$ cat src/tct_regs.vh
// register offsets, field positions, reset values and timing for the thermal trigger
`ifndef TCT_REGS_VH
`define TCT_REGS_VH
// byte offsets on the wishbone slave
`define TCT_OFS_MAXTJ       8'h00
`define TCT_OFS_OFFSET      8'h04
`define TCT_OFS_MODE        8'h08
`define TCT_OFS_LIMIT       8'h0C
`define TCT_OFS_STATUS      8'h10
`define TCT_OFS_TEMP        8'h14
// field positions
`define TCT_MAXTJ_LSB       16
`define TCT_MAXTJ_MSB       23
`define TCT_OFS_LSB         0
`define TCT_OFS_MSB         5
`define TCT_WIN_LSB         8
`define TCT_WIN_MSB         11
`define TCT_MODE_LSB        0
`define TCT_MODE_MSB        1
`define TCT_LPO_BIT         4
`define TCT_OFFL_BIT        5
`define TCT_MINF_BIT        6
`define TCT_CMOD_BIT        7
`define TCT_NOBOOST_BIT     8
// sustained power mode codes
`define TCT_MODE_BASE       2'h0
`define TCT_MODE_RAISED     2'h1
`define TCT_MODE_LOWERED    2'h2
// reset values
`define TCT_RST_OFFSET      6'h00
`define TCT_RST_MODE        32'h0000_0000
`define TCT_RST_LIMIT       16'h0000
// ewma sample interval: time in us, cycles at 10 MHz
`define TCT_SAMPLE_US       100
`define TCT_CLK_MHZ         10
`define TCT_SAMPLE_CYC      (`TCT_SAMPLE_US * `TCT_CLK_MHZ)
`endif

$ cat src/tct_ewma.v
// exponentially weighted moving average of the hottest sensor reading
`default_nettype none
module tct_ewma #(
  parameter integer TW = 8,
  parameter integer FW = 8
) (
  input  wire          clk_i,
  input  wire          rst_i,
  input  wire          tick_i,
  input  wire          load_i,
  input  wire [3:0]    shift_i,
  input  wire [TW-1:0] temp_i,
  output wire [TW-1:0] avg_o
);
  reg  [TW+FW-1:0] acc_r;
  reg  [TW+FW-1:0] acc_nxt;
  wire [TW+FW-1:0] samp;
  assign samp = {temp_i, {FW{1'b0}}};

  // a window change restarts from the present reading, no stale history
  always @* begin
    acc_nxt = acc_r;
    if (load_i) begin
      acc_nxt = samp;
    end else if (tick_i) begin
      // acc += (samp - acc) >> shift, done as two branches so no sign is needed
      if (samp >= acc_r) begin
        acc_nxt = acc_r + ((samp - acc_r) >> shift_i);
      end else begin
        acc_nxt = acc_r - ((acc_r - samp) >> shift_i);
      end
    end
  end

  always @(posedge clk_i) begin
    if (rst_i) begin
      acc_r <= {(TW+FW){1'b0}};
    end else begin
      acc_r <= acc_nxt;
    end
  end

  assign avg_o = acc_r[TW+FW-1:FW];
endmodule
`default_nettype wire

$ cat src/tct_top.v
// thermal control trigger: sensor compare, offset target, averaging, power mode
// What this block does
// (RULE1) any sensor at max temp engages protection
// (RULE2) active circuit lowers core and graphics operating point
// (RULE3) stays active while temperature held at limit
// (RULE4) ratio plus voltage step, and clock modulation; the block drives only core_ratio_step_o and no voltage step
// (RULE5) max temp fixed at build, read only
// (RULE6) no control disables the protection
// (RULE7) offset subtracted from max temp field
// (RULE8) window zero: instantaneous compare with lowered target
// (RULE9) nonzero window: average held at lowered target
// (RULE10) raw max temp always triggers regardless
// (RULE11) software keeps target below platform trip points
// (RULE12) base, raised and lowered sustained power modes
// (RULE13) mode change reloads limits, boost ceiling unchanged
// (RULE14) modes change at run time, no restart
// (RULE15) low power: limits, fewer cores, lowest freq, modulation
// (RULE16) minimum frequency point uses low voltage point
// (RULE17) readings relative; zero means reached
// (RULE18) package hot output follows active circuit
// (RULE19) reached at or above target, release below
// (RULE20) averaging on fixed tick, reload on window change
//
// The Wishbone interface to the registers and the placing of the registers were left to the implementer.
`default_nettype none
`include "tct_regs.vh"
module tct_top #(
  parameter integer       NSENS       = 4,
  parameter integer       TW          = 8,
  parameter [7:0]         MAX_JUNCT_T = 8'h64,
  parameter integer       STEP_CYC    = 64,
  parameter integer       MOD_PERIOD  = 320,
  parameter integer       SAMPLE_CYC  = `TCT_SAMPLE_CYC
) (
  input  wire              clk_i,
  input  wire              rst_i,
  // classic wishbone slave
  input  wire              cyc_i,
  input  wire              stb_i,
  input  wire              we_i,
  input  wire [7:0]        adr_i,
  input  wire [3:0]        sel_i,
  input  wire [31:0]       dat_i,
  output reg  [31:0]       dat_o,
  output reg               ack_o,
  // sensor readings below max temp, one byte each, from the sensor domain
  input  wire [NSENS*TW-1:0] ondie_temp_sensor_i,
  // control outputs
  output wire              thermal_control_circuit_o,
  output wire              package_hot_indication_n_o,
  output reg  [3:0]        core_ratio_step_o,
  output reg               core_clk_gate_o,
  output reg               gfx_step_down_o,
  output reg  [1:0]        sustained_power_mode_o,
  output reg               mode_change_o,
  output reg  [15:0]       average_power_limit_o,
  output reg               low_power_operation_o,
  output reg               boost_disable_o,
  output reg               core_offline_o,
  output reg               lowest_freq_point_o,
  output reg               low_freq_voltage_point_o,
  output reg               clock_mod_req_o
);
  // two-stage synchroniser for sensor bus
  // each byte is sampled on its own; a byte caught mid-change settles on the
  // next sample, so the trigger may lag one cycle but never holds a stale word
  // longer than that; the all-ones reset value reads as far below max temp
  reg  [NSENS*TW-1:0] sens_s1_r;
  reg  [NSENS*TW-1:0] sens_s2_r;
  always @(posedge clk_i) begin
    if (rst_i) begin
      sens_s1_r <= {(NSENS*TW){1'b1}};
      sens_s2_r <= {(NSENS*TW){1'b1}};
    end else begin
      sens_s1_r <= ondie_temp_sensor_i;
      sens_s2_r <= sens_s1_r;
    end
  end

  // hottest sensor is the smallest distance below max temp
  // a tie between sensors needs no priority, only the value matters
  wire [TW-1:0] mins [0:NSENS];
  assign mins[0] = {TW{1'b1}};
  genvar g;
  generate
    for (g = 0; g < NSENS; g = g + 1) begin : g_min
      wire [TW-1:0] s = sens_s2_r[g*TW +: TW];
      assign mins[g+1] = (s < mins[g]) ? s : mins[g];           // RULE1
    end
  endgenerate

  // registered to cut the path from the min tree into the compares
  reg [TW-1:0] margin_r;   // registered hottest margin
  always @(posedge clk_i) begin
    if (rst_i) begin
      margin_r <= {TW{1'b1}};
    end else begin
      margin_r <= mins[NSENS];
    end
  end

  // software registers
  reg  [5:0]  offset_r;
  reg  [3:0]  window_r;
  reg  [1:0]  mode_r;
  reg  [8:4]  lpo_r;
  reg  [15:0] limit_r;
  wire        wr_stb;
  wire        rd_stb;
  assign wr_stb = cyc_i & stb_i & we_i & ~ack_o;
  assign rd_stb = cyc_i & stb_i & ~we_i & ~ack_o;

  // absolute temperature and targets; max temp is a build constant, no write path
  wire [TW-1:0] abs_temp;
  wire [TW-1:0] low_tgt;
  // a margin beyond max temp (the all-ones reset value too) would wrap to a
  // hot absolute value and fire the trigger, so it clamps to zero
  assign abs_temp = (margin_r > MAX_JUNCT_T) ? {TW{1'b0}} :
                    MAX_JUNCT_T - margin_r;                      // RULE17
  // an offset past max temp clamps the target at zero instead of wrapping
  assign low_tgt  = ({2'b00, offset_r} > MAX_JUNCT_T) ? {TW{1'b0}} :
                    MAX_JUNCT_T - {2'b00, offset_r};             // RULE7

  // instantaneous compares with no hysteresis at the target edge
  wire raw_hit;
  wire off_hit;
  assign raw_hit = (margin_r == {TW{1'b0}});                     // RULE10
  assign off_hit = (abs_temp >= low_tgt);                        // RULE19

  // fixed averaging tick
  // free running, so the filter time constant does not hang on the moment
  // software happened to write the window
  reg  [15:0] tick_cnt_r;
  wire        tick;
  assign tick = (tick_cnt_r == SAMPLE_CYC[15:0] - 16'h0001);
  always @(posedge clk_i) begin
    if (rst_i) begin
      tick_cnt_r <= 16'h0000;
    end else if (tick) begin
      tick_cnt_r <= 16'h0000;
    end else begin
      tick_cnt_r <= tick_cnt_r + 16'h0001;
    end
  end

  // the average tracks all the time, also with the window at zero, so the
  // only hazard is a window change; that restarts it from the present reading
  reg win_load_r;   // window changed by the last write, restart the average
  wire [TW-1:0] avg_temp;
  tct_ewma #(
    .TW (TW),
    .FW (8)
  ) u_ewma (
    .clk_i   (clk_i),
    .rst_i   (rst_i),
    .tick_i  (tick),                                             // RULE20
    .load_i  (win_load_r),                                       // RULE20
    .shift_i (window_r),
    .temp_i  (abs_temp),
    .avg_o   (avg_temp)
  );

  // lowered target uses instant or averaged value depending on window
  wire avg_mode;
  wire avg_hit;
  assign avg_mode = (window_r != 4'h0);
  assign avg_hit  = avg_mode ? (avg_temp >= low_tgt) : off_hit;  // RULE8 RULE9

  // circuit is active while any trigger holds; raw max temp cannot be masked
  // avg_hit already falls back to the instant compare when the window is zero,
  // so the raw compare is the only other term; no enable bit exists anywhere
  wire tcc_nxt;
  assign tcc_nxt = raw_hit | avg_hit;                            // RULE1 RULE6 RULE10
  reg tcc_r;
  always @(posedge clk_i) begin
    if (rst_i) begin
      tcc_r <= 1'b0;
    end else begin
      tcc_r <= tcc_nxt;                                          // RULE3
    end
  end
  assign thermal_control_circuit_o  = tcc_r;
  // the hot pin is active low and mirrors the circuit with no extra delay
  assign package_hot_indication_n_o = ~tcc_r;                    // RULE18

  // stepping engine: lower ratio each step while active, raise when clear
  // one step per period both ways, so a brief excursion does not snap the
  // cores straight back to full ratio and bounce off the limit again
  reg  [15:0] step_cnt_r;
  wire        step;
  assign step = (step_cnt_r == STEP_CYC[15:0] - 16'h0001);
  always @(posedge clk_i) begin
    if (rst_i) begin
      step_cnt_r <= 16'h0000;
    end else if (step) begin
      step_cnt_r <= 16'h0000;
    end else begin
      step_cnt_r <= step_cnt_r + 16'h0001;
    end
  end

  always @(posedge clk_i) begin
    if (rst_i) begin
      core_ratio_step_o <= 4'h0;
      gfx_step_down_o   <= 1'b0;
    end else begin
      gfx_step_down_o <= tcc_r;                                  // RULE2
      if (step && tcc_r && core_ratio_step_o != 4'hF) begin
        core_ratio_step_o <= core_ratio_step_o + 4'h1;           // RULE3 RULE4
      end else if (step && !tcc_r && core_ratio_step_o != 4'h0) begin
        core_ratio_step_o <= core_ratio_step_o - 4'h1;
      end
    end
  end

  // clock modulation 25 percent on once the ratio floor is reached;
  // only the raw limit engages it, the averaged loop never modulates;
  // the counter restarts whenever modulation stops
  reg  [15:0] mod_cnt_r;
  wire        mod_on;
  wire        lpm_mod;
  assign mod_on = tcc_r && raw_hit && (core_ratio_step_o == 4'hF);
  // low power modulation counts only while low power operation is enabled;
  // a stray modulation bit alone must not gate the cores
  assign lpm_mod = lpo_r[`TCT_LPO_BIT] & lpo_r[`TCT_CMOD_BIT];  // RULE15
  always @(posedge clk_i) begin
    if (rst_i) begin
      mod_cnt_r       <= 16'h0000;
      core_clk_gate_o <= 1'b0;
    end else if (!mod_on && !lpm_mod) begin
      mod_cnt_r       <= 16'h0000;
      core_clk_gate_o <= 1'b0;
    end else begin
      if (mod_cnt_r == MOD_PERIOD[15:0] - 16'h0001) begin
        mod_cnt_r <= 16'h0000;
      end else begin
        mod_cnt_r <= mod_cnt_r + 16'h0001;
      end
      core_clk_gate_o <= (mod_cnt_r >= MOD_PERIOD[15:0] >> 2);   // RULE4 RULE15
    end
  end

  // register writes; all take effect at run time with no restart
  // a lane left out of sel keeps its field; a write to a read-only or
  // unmapped offset is acked and dropped
  always @(posedge clk_i) begin
    if (rst_i) begin
      offset_r   <= `TCT_RST_OFFSET;
      window_r   <= 4'h0;
      mode_r     <= `TCT_MODE_BASE;
      lpo_r      <= 5'h00;
      limit_r    <= `TCT_RST_LIMIT;
      win_load_r <= 1'b0;
    end else begin
      win_load_r <= 1'b0;
      if (wr_stb && adr_i == `TCT_OFS_OFFSET) begin
        if (sel_i[0]) begin
          offset_r <= dat_i[`TCT_OFS_MSB:`TCT_OFS_LSB];          // RULE7
        end
        if (sel_i[1]) begin
          window_r   <= dat_i[`TCT_WIN_MSB:`TCT_WIN_LSB];
          win_load_r <= (dat_i[`TCT_WIN_MSB:`TCT_WIN_LSB] != window_r); // RULE20
        end
      end
      // code 3 is reserved: the mode keeps its value, the low power bits land
      if (wr_stb && adr_i == `TCT_OFS_MODE) begin
        if (sel_i[0] && dat_i[`TCT_MODE_MSB:`TCT_MODE_LSB] != 2'h3) begin
          mode_r <= dat_i[`TCT_MODE_MSB:`TCT_MODE_LSB];          // RULE12 RULE14
        end
        if (sel_i[0]) begin
          lpo_r[7:4] <= dat_i[7:4];                              // RULE15
        end
        if (sel_i[1]) begin
          lpo_r[8] <= dat_i[8];
        end
      end
      if (wr_stb && adr_i == `TCT_OFS_LIMIT) begin
        if (sel_i[0]) begin
          limit_r[7:0] <= dat_i[7:0];
        end
        if (sel_i[1]) begin
          limit_r[15:8] <= dat_i[15:8];
        end
      end
    end
  end

  // mode and limit outputs; a mode change pulses so limits get reloaded,
  // the boost ceiling is not touched by it; the low power sub-bits are
  // qualified here so those outputs stay low while low power is off, except clock_mod_req_o, which thermal modulation also drives
  always @(posedge clk_i) begin
    if (rst_i) begin
      sustained_power_mode_o   <= `TCT_MODE_BASE;
      mode_change_o            <= 1'b0;
      average_power_limit_o    <= 16'h0000;
      low_power_operation_o    <= 1'b0;
      boost_disable_o          <= 1'b0;
      core_offline_o           <= 1'b0;
      lowest_freq_point_o      <= 1'b0;
      low_freq_voltage_point_o <= 1'b0;
      clock_mod_req_o          <= 1'b0;
    end else begin
      sustained_power_mode_o   <= mode_r;
      mode_change_o            <= (mode_r != sustained_power_mode_o); // RULE13
      average_power_limit_o    <= limit_r;                       // RULE13
      low_power_operation_o    <= lpo_r[`TCT_LPO_BIT];
      boost_disable_o          <= lpo_r[`TCT_LPO_BIT] & lpo_r[`TCT_NOBOOST_BIT]; // RULE15
      core_offline_o           <= lpo_r[`TCT_LPO_BIT] & lpo_r[`TCT_OFFL_BIT];
      lowest_freq_point_o      <= lpo_r[`TCT_LPO_BIT] & lpo_r[`TCT_MINF_BIT];    // RULE16
      low_freq_voltage_point_o <= lpo_r[`TCT_LPO_BIT] & lpo_r[`TCT_MINF_BIT];    // RULE16
      clock_mod_req_o          <= lpm_mod | mod_on;
    end
  end

  // read mux; unmapped addresses read zero and still ack
  // status and temperature are live views captured when the request is taken
  reg [31:0] rd_nxt;
  always @* begin
    rd_nxt = 32'h0000_0000;
    case (adr_i)
      `TCT_OFS_MAXTJ:  rd_nxt[`TCT_MAXTJ_MSB:`TCT_MAXTJ_LSB] = MAX_JUNCT_T;     // RULE5
      `TCT_OFS_OFFSET: rd_nxt = {20'h0_0000, window_r, 2'b00, offset_r};
      `TCT_OFS_MODE:   rd_nxt = {23'h00_0000, lpo_r, 2'b00, mode_r};
      `TCT_OFS_LIMIT:  rd_nxt = {16'h0000, limit_r};
      `TCT_OFS_STATUS: rd_nxt = {28'h000_0000, avg_mode, raw_hit, avg_hit, tcc_r};
      `TCT_OFS_TEMP:   rd_nxt = {8'h00, avg_temp, abs_temp, margin_r};
      default:         rd_nxt = 32'h0000_0000;
    endcase
  end

  // one wait-free ack per request, dropped the cycle after
  // the ~ack_o term keeps a held request from being taken twice
  always @(posedge clk_i) begin
    if (rst_i) begin
      ack_o <= 1'b0;
      dat_o <= 32'h0000_0000;
    end else begin
      ack_o <= cyc_i & stb_i & ~ack_o;
      if (rd_stb) begin
        dat_o <= rd_nxt;
      end
    end
  end
endmodule
`default_nettype wire

$ cat config.mk
export PLATFORM = sky130hd
export DESIGN_NAME = tct_top
export DESIGN_NICKNAME = d
export VERILOG_FILES = /design/src/tct_ewma.v /design/src/tct_top.v
export VERILOG_INCLUDE_DIRS = /design/src
export SDC_FILE = /design/constraint.sdc
export NUM_CORES = 1
export LEC_CHECK = 0
export BUFFER_PORTS_ARGS = -buffer_cell sky130_fd_sc_hd__buf_4
export CORE_ASPECT_RATIO = 0.8
export CORE_MARGIN = 2
export CORE_UTILIZATION = 60
export CTS_CLUSTER_SIZE = 20
export DETAILED_ROUTE_END_ITERATION = 6
export PLACE_DENSITY = 0.88
export SYNTH_ARGS = -nofsm -noshare
export SYNTH_HDL_FRONTEND = slang
export SYNTH_SLANG_ARGS = --single-unit
$ cat constraint.sdc
create_clock -name clk_i -period 15.5 [get_ports clk_i]
set_clock_uncertainty 0.05 [all_clocks]
set_input_delay 3.1 -clock clk_i [delete_from_list [all_inputs] [get_ports clk_i]]
set_output_delay 3.1 -clock clk_i [all_outputs]
set_load 0.01 [all_outputs]
---- Yosys cells after proc, flatten, opt, wreduce, memory -nomap -nowiden ----
Index checks and enable logic that the tools add are counted.
cells by class
  multiplexer cells ....................... 13
  bitwise logic cells ..................... 17
  add/sub/neg operators ................... 11
  eq/ne operators ......................... 13
  reductions and logical operators ........ 33
  shift operators ......................... 2
  magnitude comparators ................... 9
operators with widths
  operator                                                            count
  one-hot mux 16 bit (5 select lines)                                 1
  adder 16 x 1 -> 16 bit, second input constant                       3
  two-way mux 16 bit                                                  3
  subtractor 16 bit                                                   3
  two-way mux 8 bit                                                   5
  >> shifter 16 x 4 -> 16 bit                                         2
  less-than comparator 8 bit                                          3
  adder 16 bit                                                        1
  == test 16 x 10 -> 1 bit, second input constant                     1
  == test 16 x 6 -> 1 bit, second input constant                      1
  == test 16 x 9 -> 1 bit, second input constant                      1
  == test 8 x 4 -> 1 bit, second input constant                       2
  == test 8 x 5 -> 1 bit, second input constant                       2
  greater-or-equal comparator 16 bit                                  1
  greater-or-equal comparator 16 x 7 -> 1 bit, second input constant  1
  greater-or-equal comparator 8 bit                                   2
  logical NOT 8 bit                                                   2
  one-hot mux 8 bit (2 select lines)                                  1
  AND reduction 2 bit                                                 7
  logical AND 1 bit                                                   11
  bitwise AND 1 bit                                                   10
  == test 8 x 3 -> 1 bit, second input constant                       1
  greater-than comparator 8 x 7 -> 1 bit, second input constant       1
  less-than comparator 8 bit, second input constant                   1
  other kinds (18)                                                    32
word-level totals
  input port bits ......................... 81
  word-level logic and storage cells ...... 128
  register bits ........................... 226

---- Longest topological paths before layout ----
Gate-level depths: netlist of run 1.
  depth after elaboration ................. 8
  mapped depth ............................ 33
  depth with buffers taken out ............ 33

---- Hierarchy ----
A second synthesis of run 1 with hierarchy kept.
unflattened totals
  cell total of the unflattened synthesis .. 1,587
  area, all modules ....................... 13,290.2 um2
by module, submodules not included
  module    instances  seq. area each (um2)  cells each  area an instance (um2)
  tct_top   1          4,204.0               978         9,003.6
  tct_ewma  1          320.3                 609         4,286.6

---- Worst setup path after synthesis of run 1 ----
No wires, ideal clock.
  path kind ............................... register to register
  start ................................... reg margin_r[0]
  end ..................................... reg u_ewma.acc_r[15]
  setup slack ............................. 9.217 ns
  required time ........................... 15.282 ns
  clock period less this slack ............ 6.283 ns
  arrival time ............................ 6.064 ns
  cell stages (with the launch flop) ...... 31
  cell sequence ........................... dfxtp_1 > inv_1 > ha_1 > nor2b_1 > nand2b_1 > a31oi_1 > nand2_1 > inv_1 > ha_1 > inv_1 > fa_1 > and3_1 > o211a_1 > or2_2 > o31ai_1 > a31oi_2 > mux2i_2 > nor3_1 > and4_1 > and2_1 > nor3b_1 > a21oi_1 > o22ai_1 > ha_1 > and3_1 > a211oi_1 > o41ai_1 > a31oi_1 > and2_1 > a2111oi_4 > a311oi_2
on the way
  word-level cells in the longest chain between the ends .. 8
  elaborated cells on any way between the ends .. 13
ends and longest elaborated chain
  what                                                                                        line                          source
  start: declaration                                                                          tct_top.v:93                  reg [TW-1:0] margin_r;
  start signal: assignment                                                                    tct_top.v:96                  margin_r <= {TW{1'b1}};
  start signal: assignment                                                                    tct_top.v:98                  margin_r <= mins[NSENS];
  subtractor 7 x 8 -> 8 bit / greater-than comparator 8 x 7 -> 1 bit (equally long branches)  tct_top.v:119, tct_top.v:118
  two-way mux 8 bit *                                                                         tct_top.v:118                 assign abs_temp = (margin_r > MAX_JUNCT_T) ? {TW{1'b0}} :
  subtractor 16 bit, on equally long branches                                                 tct_ewma.v:30, tct_ewma.v:28
  >> shifter 16 x 4 -> 16 bit, on equally long branches                                       tct_ewma.v:30, tct_ewma.v:28
  subtractor 16 bit / adder 16 bit (equally long branches)                                    tct_ewma.v:30, tct_ewma.v:28
  two-way mux 16 bit                                                                          tct_ewma.v:27                 if (samp >= acc_r) begin
  two-way mux 16 bit                                                                          tct_ewma.v:25                 end else if (tick_i) begin
  two-way mux 16 bit *                                                                        tct_ewma.v:23                 if (load_i) begin
  end signal: assignment                                                                      tct_ewma.v:37                 acc_r <= {(TW+FW){1'b0}};
  end signal: assignment                                                                      tct_ewma.v:39                 acc_r <= acc_nxt;
  end: declaration                                                                            tct_ewma.v:15                 reg [TW+FW-1:0] acc_r;
Every way passes the cells marked *; elsewhere a longest branch is shown, timed or not. The select of a mux whose other input is x is not followed.
A chain may end at the register's enable or synchronous reset.

---- Final worst setup path of run 1 ----
Ends and elaborated chain as after synthesis.

==> impl_metrics.yaml, run 1 <==
outcome:
  status: "complete, no violations"
synth:
  synth_ff_type: "dfxtp_1"
  ys_warn_count: 0
  syn_area_per_cell_um2: 8.48
  ys_seq_area_share_pct: 34.4
  yosysUniqueCellTypes: 89
  synth_area_um2: 13200
  synth_cells: 1553
  synth-async-reset-ratio_pct: 0
  synth_seq_cells: 226
  synth-edff-count: 0
placed_design:
  dp_hpwl_mm: 26.0
  port_buffers: 120
  dp_cells: 1883
  gp_congestion: 0.971
job:
  max_cap_viol_count: 0
floorplanning:
  die_w_um: 170
  io-pin-count: 147
  rows: 48
  core_um2: 21600
  dieHeight_um: 136
  die_area_um2: 23200
  initial_core_util_pct: 61.1
worst_setup_path:
  worst_ep_required_time_ns: 15.79
  arrival_ns: 8.04
  endpoint_kind: "flop"
  cp_max_fo: 8
  start_kind: "flop"
  critical_path_class: "flop to flop"
grt:
  grt_use_total_pct: 30.0
  grt_pass1_vias: 11200
  grt_pass1_wl_mm: 56.8
  antenna_found_initial: 1
  grt_max_degree: 79
  grt-ovfl-total: 0
layout:
  area_growth_pct: 13.4
  final_cells: 1923
  final_common_cell: "dfxtp_1"
  fin_nets: 1796
  layout_common_cells: "dfxtp_1 (226), nor2_1 (184), buf_4 (131)"
  final_util_pct: 69.2
  n_fill_cell: 1637
  reg.largest.list: "sens_s1_r: 32 flops, sens_s2_r: 32 flops, dat_o: 24 flops"
  drive_above_1_share_pct: 17.5
power:
  ir_drop_v: 0.0000759
  combPwrFrac_pct: 28.6
  leakage_nw: 6.57
  power.switching_w: 0.000527
  p_per_area_nw_per_um2: 109
  swShare_pct: 32.3
  p_int_w: 0.00111
  power_frac_clock_pct: 33.8
  power_frac_seq_pct: 37.6
  p_total_w: 0.00163
route:
  first_pass_iters: 5
  ant_nets: 0
  drtIter0Drc: 1448
  vias: 11900
  drc: 0
  post_drt_wl_per_cell_um: 18.4
  vias_per_cell: 6.18
  drt_wl_total_mm: 35.4
timing:
  tightestPinTransition_ns: 1.20
  max-slew-margin-rel_pct: 20.1
  period_share_pct: 50.0
  setup_viol: 0
  rsz0062_at_grt: "false"
  fmax_mhz: 129
  drv_slew: 0
  hold_viol_final: 0
  setup_tns_ns: 0
  period_minus_slack_ns: 7.76
cts:
  h-tree-depth: 1
  clk_latency_ns: 0.51
  cts_buffers: 22
  post_cts_buffers: 0
  post_cts_resized: 0
  cts_hold_repair.buffers: 0
  clkSinkCount: 226
  cts_buffer_depth: 3
  cts.clk_slew.worst_paths_ns: 0.07
  cts_tree: "built"
  cts-root-buf: "clkbuf_16"
min_path:
  hp-class: "flop to flop"
Yosys cell counts (15+ instances only):
| cell | n | area share [%] |
|---|---|---|
| a21oi_1 | 79 | 3.0 |
| dfxtp_1 | 226 | 34 |
| a22oi_1 | 15 | 0.86 |
| nand3_1 | 42 | 1.6 |
| or2_2 | 69 | 3.3 |
| and3_1 | 23 | 1.1 |
| a211oi_1 | 22 | 1.3 |
| inv_1 | 65 | 1.9 |
| nor2_1 | 184 | 5.2 |
| nand2_1 | 125 | 3.6 |
| nand4_1 | 15 | 0.71 |
| o21ai_0 | 55 | 2.1 |
| xnor2_1 | 41 | 2.7 |
| nor3_1 | 30 | 1.1 |
| nor2b_1 | 33 | 1.6 |
| clkbuf_1 | 57 | 1.6 |
| a21o_1 | 30 | 1.7 |
| xor2_1 | 41 | 2.7 |
| mux2i_1 | 70 | 5.3 |
| ha_1 | 80 | 7.6 |
path summary, 6_finish.rpt:
kind	slack, ns	end	start	cells after the start
min reg2reg	0.35	sens_s2_r[10]	sens_s1_r[10]	1
min	0.35	sens_s2_r[10]	sens_s1_r[10]	1
max reg2reg	7.74	u_ewma.acc_r[15]	margin_r[0]	27
max	7.74	u_ewma.acc_r[15]	margin_r[0]	27
area by class of cell:
class	count	area, µm²	share of cell area [%]
multi-input cells	1186	8070	54.1
flip-flops and latches	226	4520	30.3
repair buffers	131	983	6.59
clock buffers	30	672	4.50
well taps	275	344	2.30
inverters	65	244	1.63
clock inverters	9	86.3	0.578
diodes	1	2.50	0.0168
power groups by stage:
stage / Sequential [W] / Combinational, W / Clock, W
floorplan: 0.000619 / 0.000349 / 0
global placement: 0.000625 / 0.000438 / 0
detailed placement: 0.000626 / 0.000451 / 0
CTS: 0.000613 / 0.000455 / 0.000558
global route: 0.000615 / 0.000512 / 0.000580
finish: 0.000614 / 0.000466 / 0.000553
critical path: stages (launching register included):
cell and delay, ns:
dfxtp_1 0.37, inv_1 0.08, ha_1 0.15, nor2b_1 0.06
nand2b_1 0.17, a31oi_1 0.42, o21ai_0 0.45, ha_1 0.55
a21o_1 0.25, o21ai_0 0.47, nand3_1 0.22, and3_1 0.24
a311oi_1 0.56, nor2_1 0.17, ha_1 0.27, xnor2_1 0.17
a2bb2oi_1 0.11, ha_1 0.33, a21oi_1 0.11, o21ai_0 0.16
a21oi_1 0.12, o21ai_0 0.35, a211oi_1 0.18, o41ai_1 0.63
a31oi_1 0.26, and2_1 0.25, a2111oi_4 0.37, a311oi_2 0.06
cells by family (layout without fill, tap and decap cells):
kind of cell	count (synthesis)	after routing	synth area share, %
buffers and inverters	148	235	4.63
and+or+nand+nor	599	599	22.8
adders and majority gates	83	83	8.06
other	1	9	0.0285
DFF	226	226	34.4
AOI/OAI and AO/OA	323	323	16.9
xor gates and xnor gates	82	82	5.46
muxes	91	91	7.82
per-layer routing:
| layer | vias to the layer above | GRT usage, % | share of wire, % |
|---|---|---|---|
| li1 | 5620 | - | - |
| met1 | 5553 | 41.6 | 43 |
| met2 | 642 | 49.3 | 46 |
| met3 | 66 | 5.47 | 9.8 |
| met4 | 0 | 6.65 | 1.7 |
| met5 | - | 0 | 0 |
through the flow:
stage / setup WS (ns) / hold WS, ns / instance area [µm²]
2_1_floorplan: 9.22 / 0.339 / 13200
3_3_place_gp: 8.19 / 0.343 / 14200
3_5_place_dp: 8.05 / 0.344 / 14200
4_1_cts: 7.95 / 0.357 / 14900
5_1_grt: 7.27 / 0.363 / 14900
6_report: 7.74 / 0.354 / 14900
Power figures use the tool's default switching activity.
==> inputs of run 2 (changes only) <==
--- a/config.mk
+++ b/config.mk
@@ -9,10 +9,10 @@
 export BUFFER_PORTS_ARGS = -buffer_cell sky130_fd_sc_hd__buf_4
 export CORE_ASPECT_RATIO = 0.8
 export CORE_MARGIN = 2
-export CORE_UTILIZATION = 60
+export CORE_UTILIZATION = 54
 export CTS_CLUSTER_SIZE = 20
 export DETAILED_ROUTE_END_ITERATION = 6
-export PLACE_DENSITY = 0.88
+export PLACE_DENSITY = 0.84
 export SYNTH_ARGS = -nofsm -noshare
 export SYNTH_HDL_FRONTEND = slang
 export SYNTH_SLANG_ARGS = --single-unit
==> constraint.sdc (replaced) <==
create_clock -name clk_i -period 6.25 [get_ports clk_i]
set_clock_uncertainty 0.05 [all_clocks]
set_input_delay 1.25 -clock clk_i [delete_from_list [all_inputs] [get_ports clk_i]]
set_output_delay 1.25 -clock clk_i [all_outputs]
set_load 0.01 [all_outputs]
==> impl_metrics.yaml, run 2 (same netlist as run 1, synthesis figures left out) <==
outcome:
  status: "complete, no violations"
worst_setup_path:
  start_kind: "flop"
  endpoint_kind: "flop"
  cp_max_fo: 6
  slowest_stage: "a2111oi_4"
  critical_path_class: "flop to flop"
  worst_ep_required_time_ns: 6.53
  arrival_ns: 6.44
  critPathMaxStageDelay_ns: 0.43
layout:
  layout_common_cells: "buf_4 (291), dfxtp_1 (225), nor2_1 (183)"
  fin_nets: 1962
  reg.largest.list: "sens_s1_r: 32 flops, sens_s2_r: 32 flops, dat_o: 24 flops"
  n_fill_cell: 1735
  antennaDiodeCount: 0
  area_growth_pct: 28.7
  final_common_cell: "buf_4"
  drive_above_1_share_pct: 29.6
route:
  drt_wl_total_mm: 40.2
  first_pass_iters: 5
  vias: 12700
  drtIter0Drc: 1228
  vias_per_cell: 5.97
  drc: 0
  ant_nets: 0
  post_drt_wl_per_cell_um: 18.9
cts:
  cts.clk_slew.worst_paths_ns: 0.07
  cts_tree: "built"
  h-tree-depth: 1
  cts-root-buf: "clkbuf_16"
  cts_buffers: 23
  cts_buffer_depth: 3
  clk_latency_ns: 0.51
  clkSinkCount: 226
power:
  p_per_area_nw_per_um2: 281
  ir_drop_v: 0.000219
  leakage_nw: 7.51
  p_total_w: 0.00476
placed_design:
  gp_congestion: 0.940
  port_buffers: 120
  dp_hpwl_mm: 28.1
  dp_slack_ns: -0.645
job:
  max_cap_viol_count: 0
grt:
  grt_pass1_vias: 12000
  grt_pass1_wl_mm: 60.6
  antenna_found_initial: 0
  grt_use_total_pct: 29.4
  grt-ovfl-total: 0
  grt_max_degree: 79
timing:
  hold_viol_final: 0
  max-slew-margin-rel_pct: 24.2
  drv_slew: 0
  rsz0062_at_grt: "true"
  period_share_pct: 98.5
  period_minus_slack_ns: 6.16
  setup_tns_ns: 0
  fmax_mhz: 162
  tightestPinTransition_ns: 1.14
  fin_ws_ns: 0.0928
  setup_viol: 0
floorplanning:
  dieHeight_um: 144
  die_area_um2: 25700
  initial_core_util_pct: 54.6
  die_w_um: 179
  core_um2: 24100
  rows: 51
  io-pin-count: 147
min_path:
  hp-class: "flop to flop"
run 2: cell count changes in the layout (fill, tap and decap cells not counted), sizes merged:
cell	previous run	this run
buf	131	296
bufinv	1	6
clkinv	6	1
clkbuf	30	31
diode	1	0
run 2: through the flow:
stage | hold WS, ns | std cells | cell area (µm²) | util, %
floorplan | 0.339 | 1560 | 13200 | -
global placement | 0.345 | 2079 | 15400 | 63.8
detailed placement | 0.346 | 2079 | 15400 | 63.8
CTS | 0.362 | 2121 | 16400 | 68.1
global route | 0.377 | 2131 | 16900 | 70.2
finish | 0.360 | 2131 | 16900 | 70.2
run 2: metal layers:
layer	GRT usage, %	vias to the layer above	wire length (µm)
met5	0	-	0
met3	5.08	121	3540
met2	49.3	662	18500
li1	-	5940	-
met4	8.04	0	1260
met1	39.1	6008	16900
run 2: repair_timing:
item	CTS	global route
pin swaps	12	40
setup endpoints to repair	8	15
setup buffers	2	11
hold buffers	0	0
gates resized for setup	47	82
run 2: power breakdown:
group          switching (W)  internal (W)
clock network       0.000581      0.000964
logic               0.000905      0.000792
registers          0.0000314       0.00148
total                0.00152       0.00324
run 2: cell type report:
class,instances,area (µm²),share of cell area (%)
multi-input combinational,1186,8680,51.2
clock buffer,31,636,3.75
clock inverter,9,205,1.21
sequential,226,4530,26.7
inverter,65,244,1.44
timing repair buffer,296,2250,13.3
tap,318,398,2.35
run 2: final timing paths:
check | from | to | slack [ns] | cells past startpoint
max reg2reg | margin_r[1] | u_ewma.acc_r[15] | 0.09 | 30
min | sens_s1_r[3] | sens_s2_r[3] | 0.36 | 1
min reg2reg | sens_s1_r[3] | sens_s2_r[3] | 0.36 | 1
max | margin_r[1] | u_ewma.acc_r[15] | 0.09 | 30
run 2: critical path, delay by kind of cell (launching register included):
family	cells	cell delay [ns]
adder cells (fa/ha/maj)	3	0.75
buffers and inverters	6	0.77
multiplexers	2	0.35
AO/OA/AOI/OAI	9	2.17
AND/OR/NAND/NOR	10	1.52
flip-flops	1	0.33
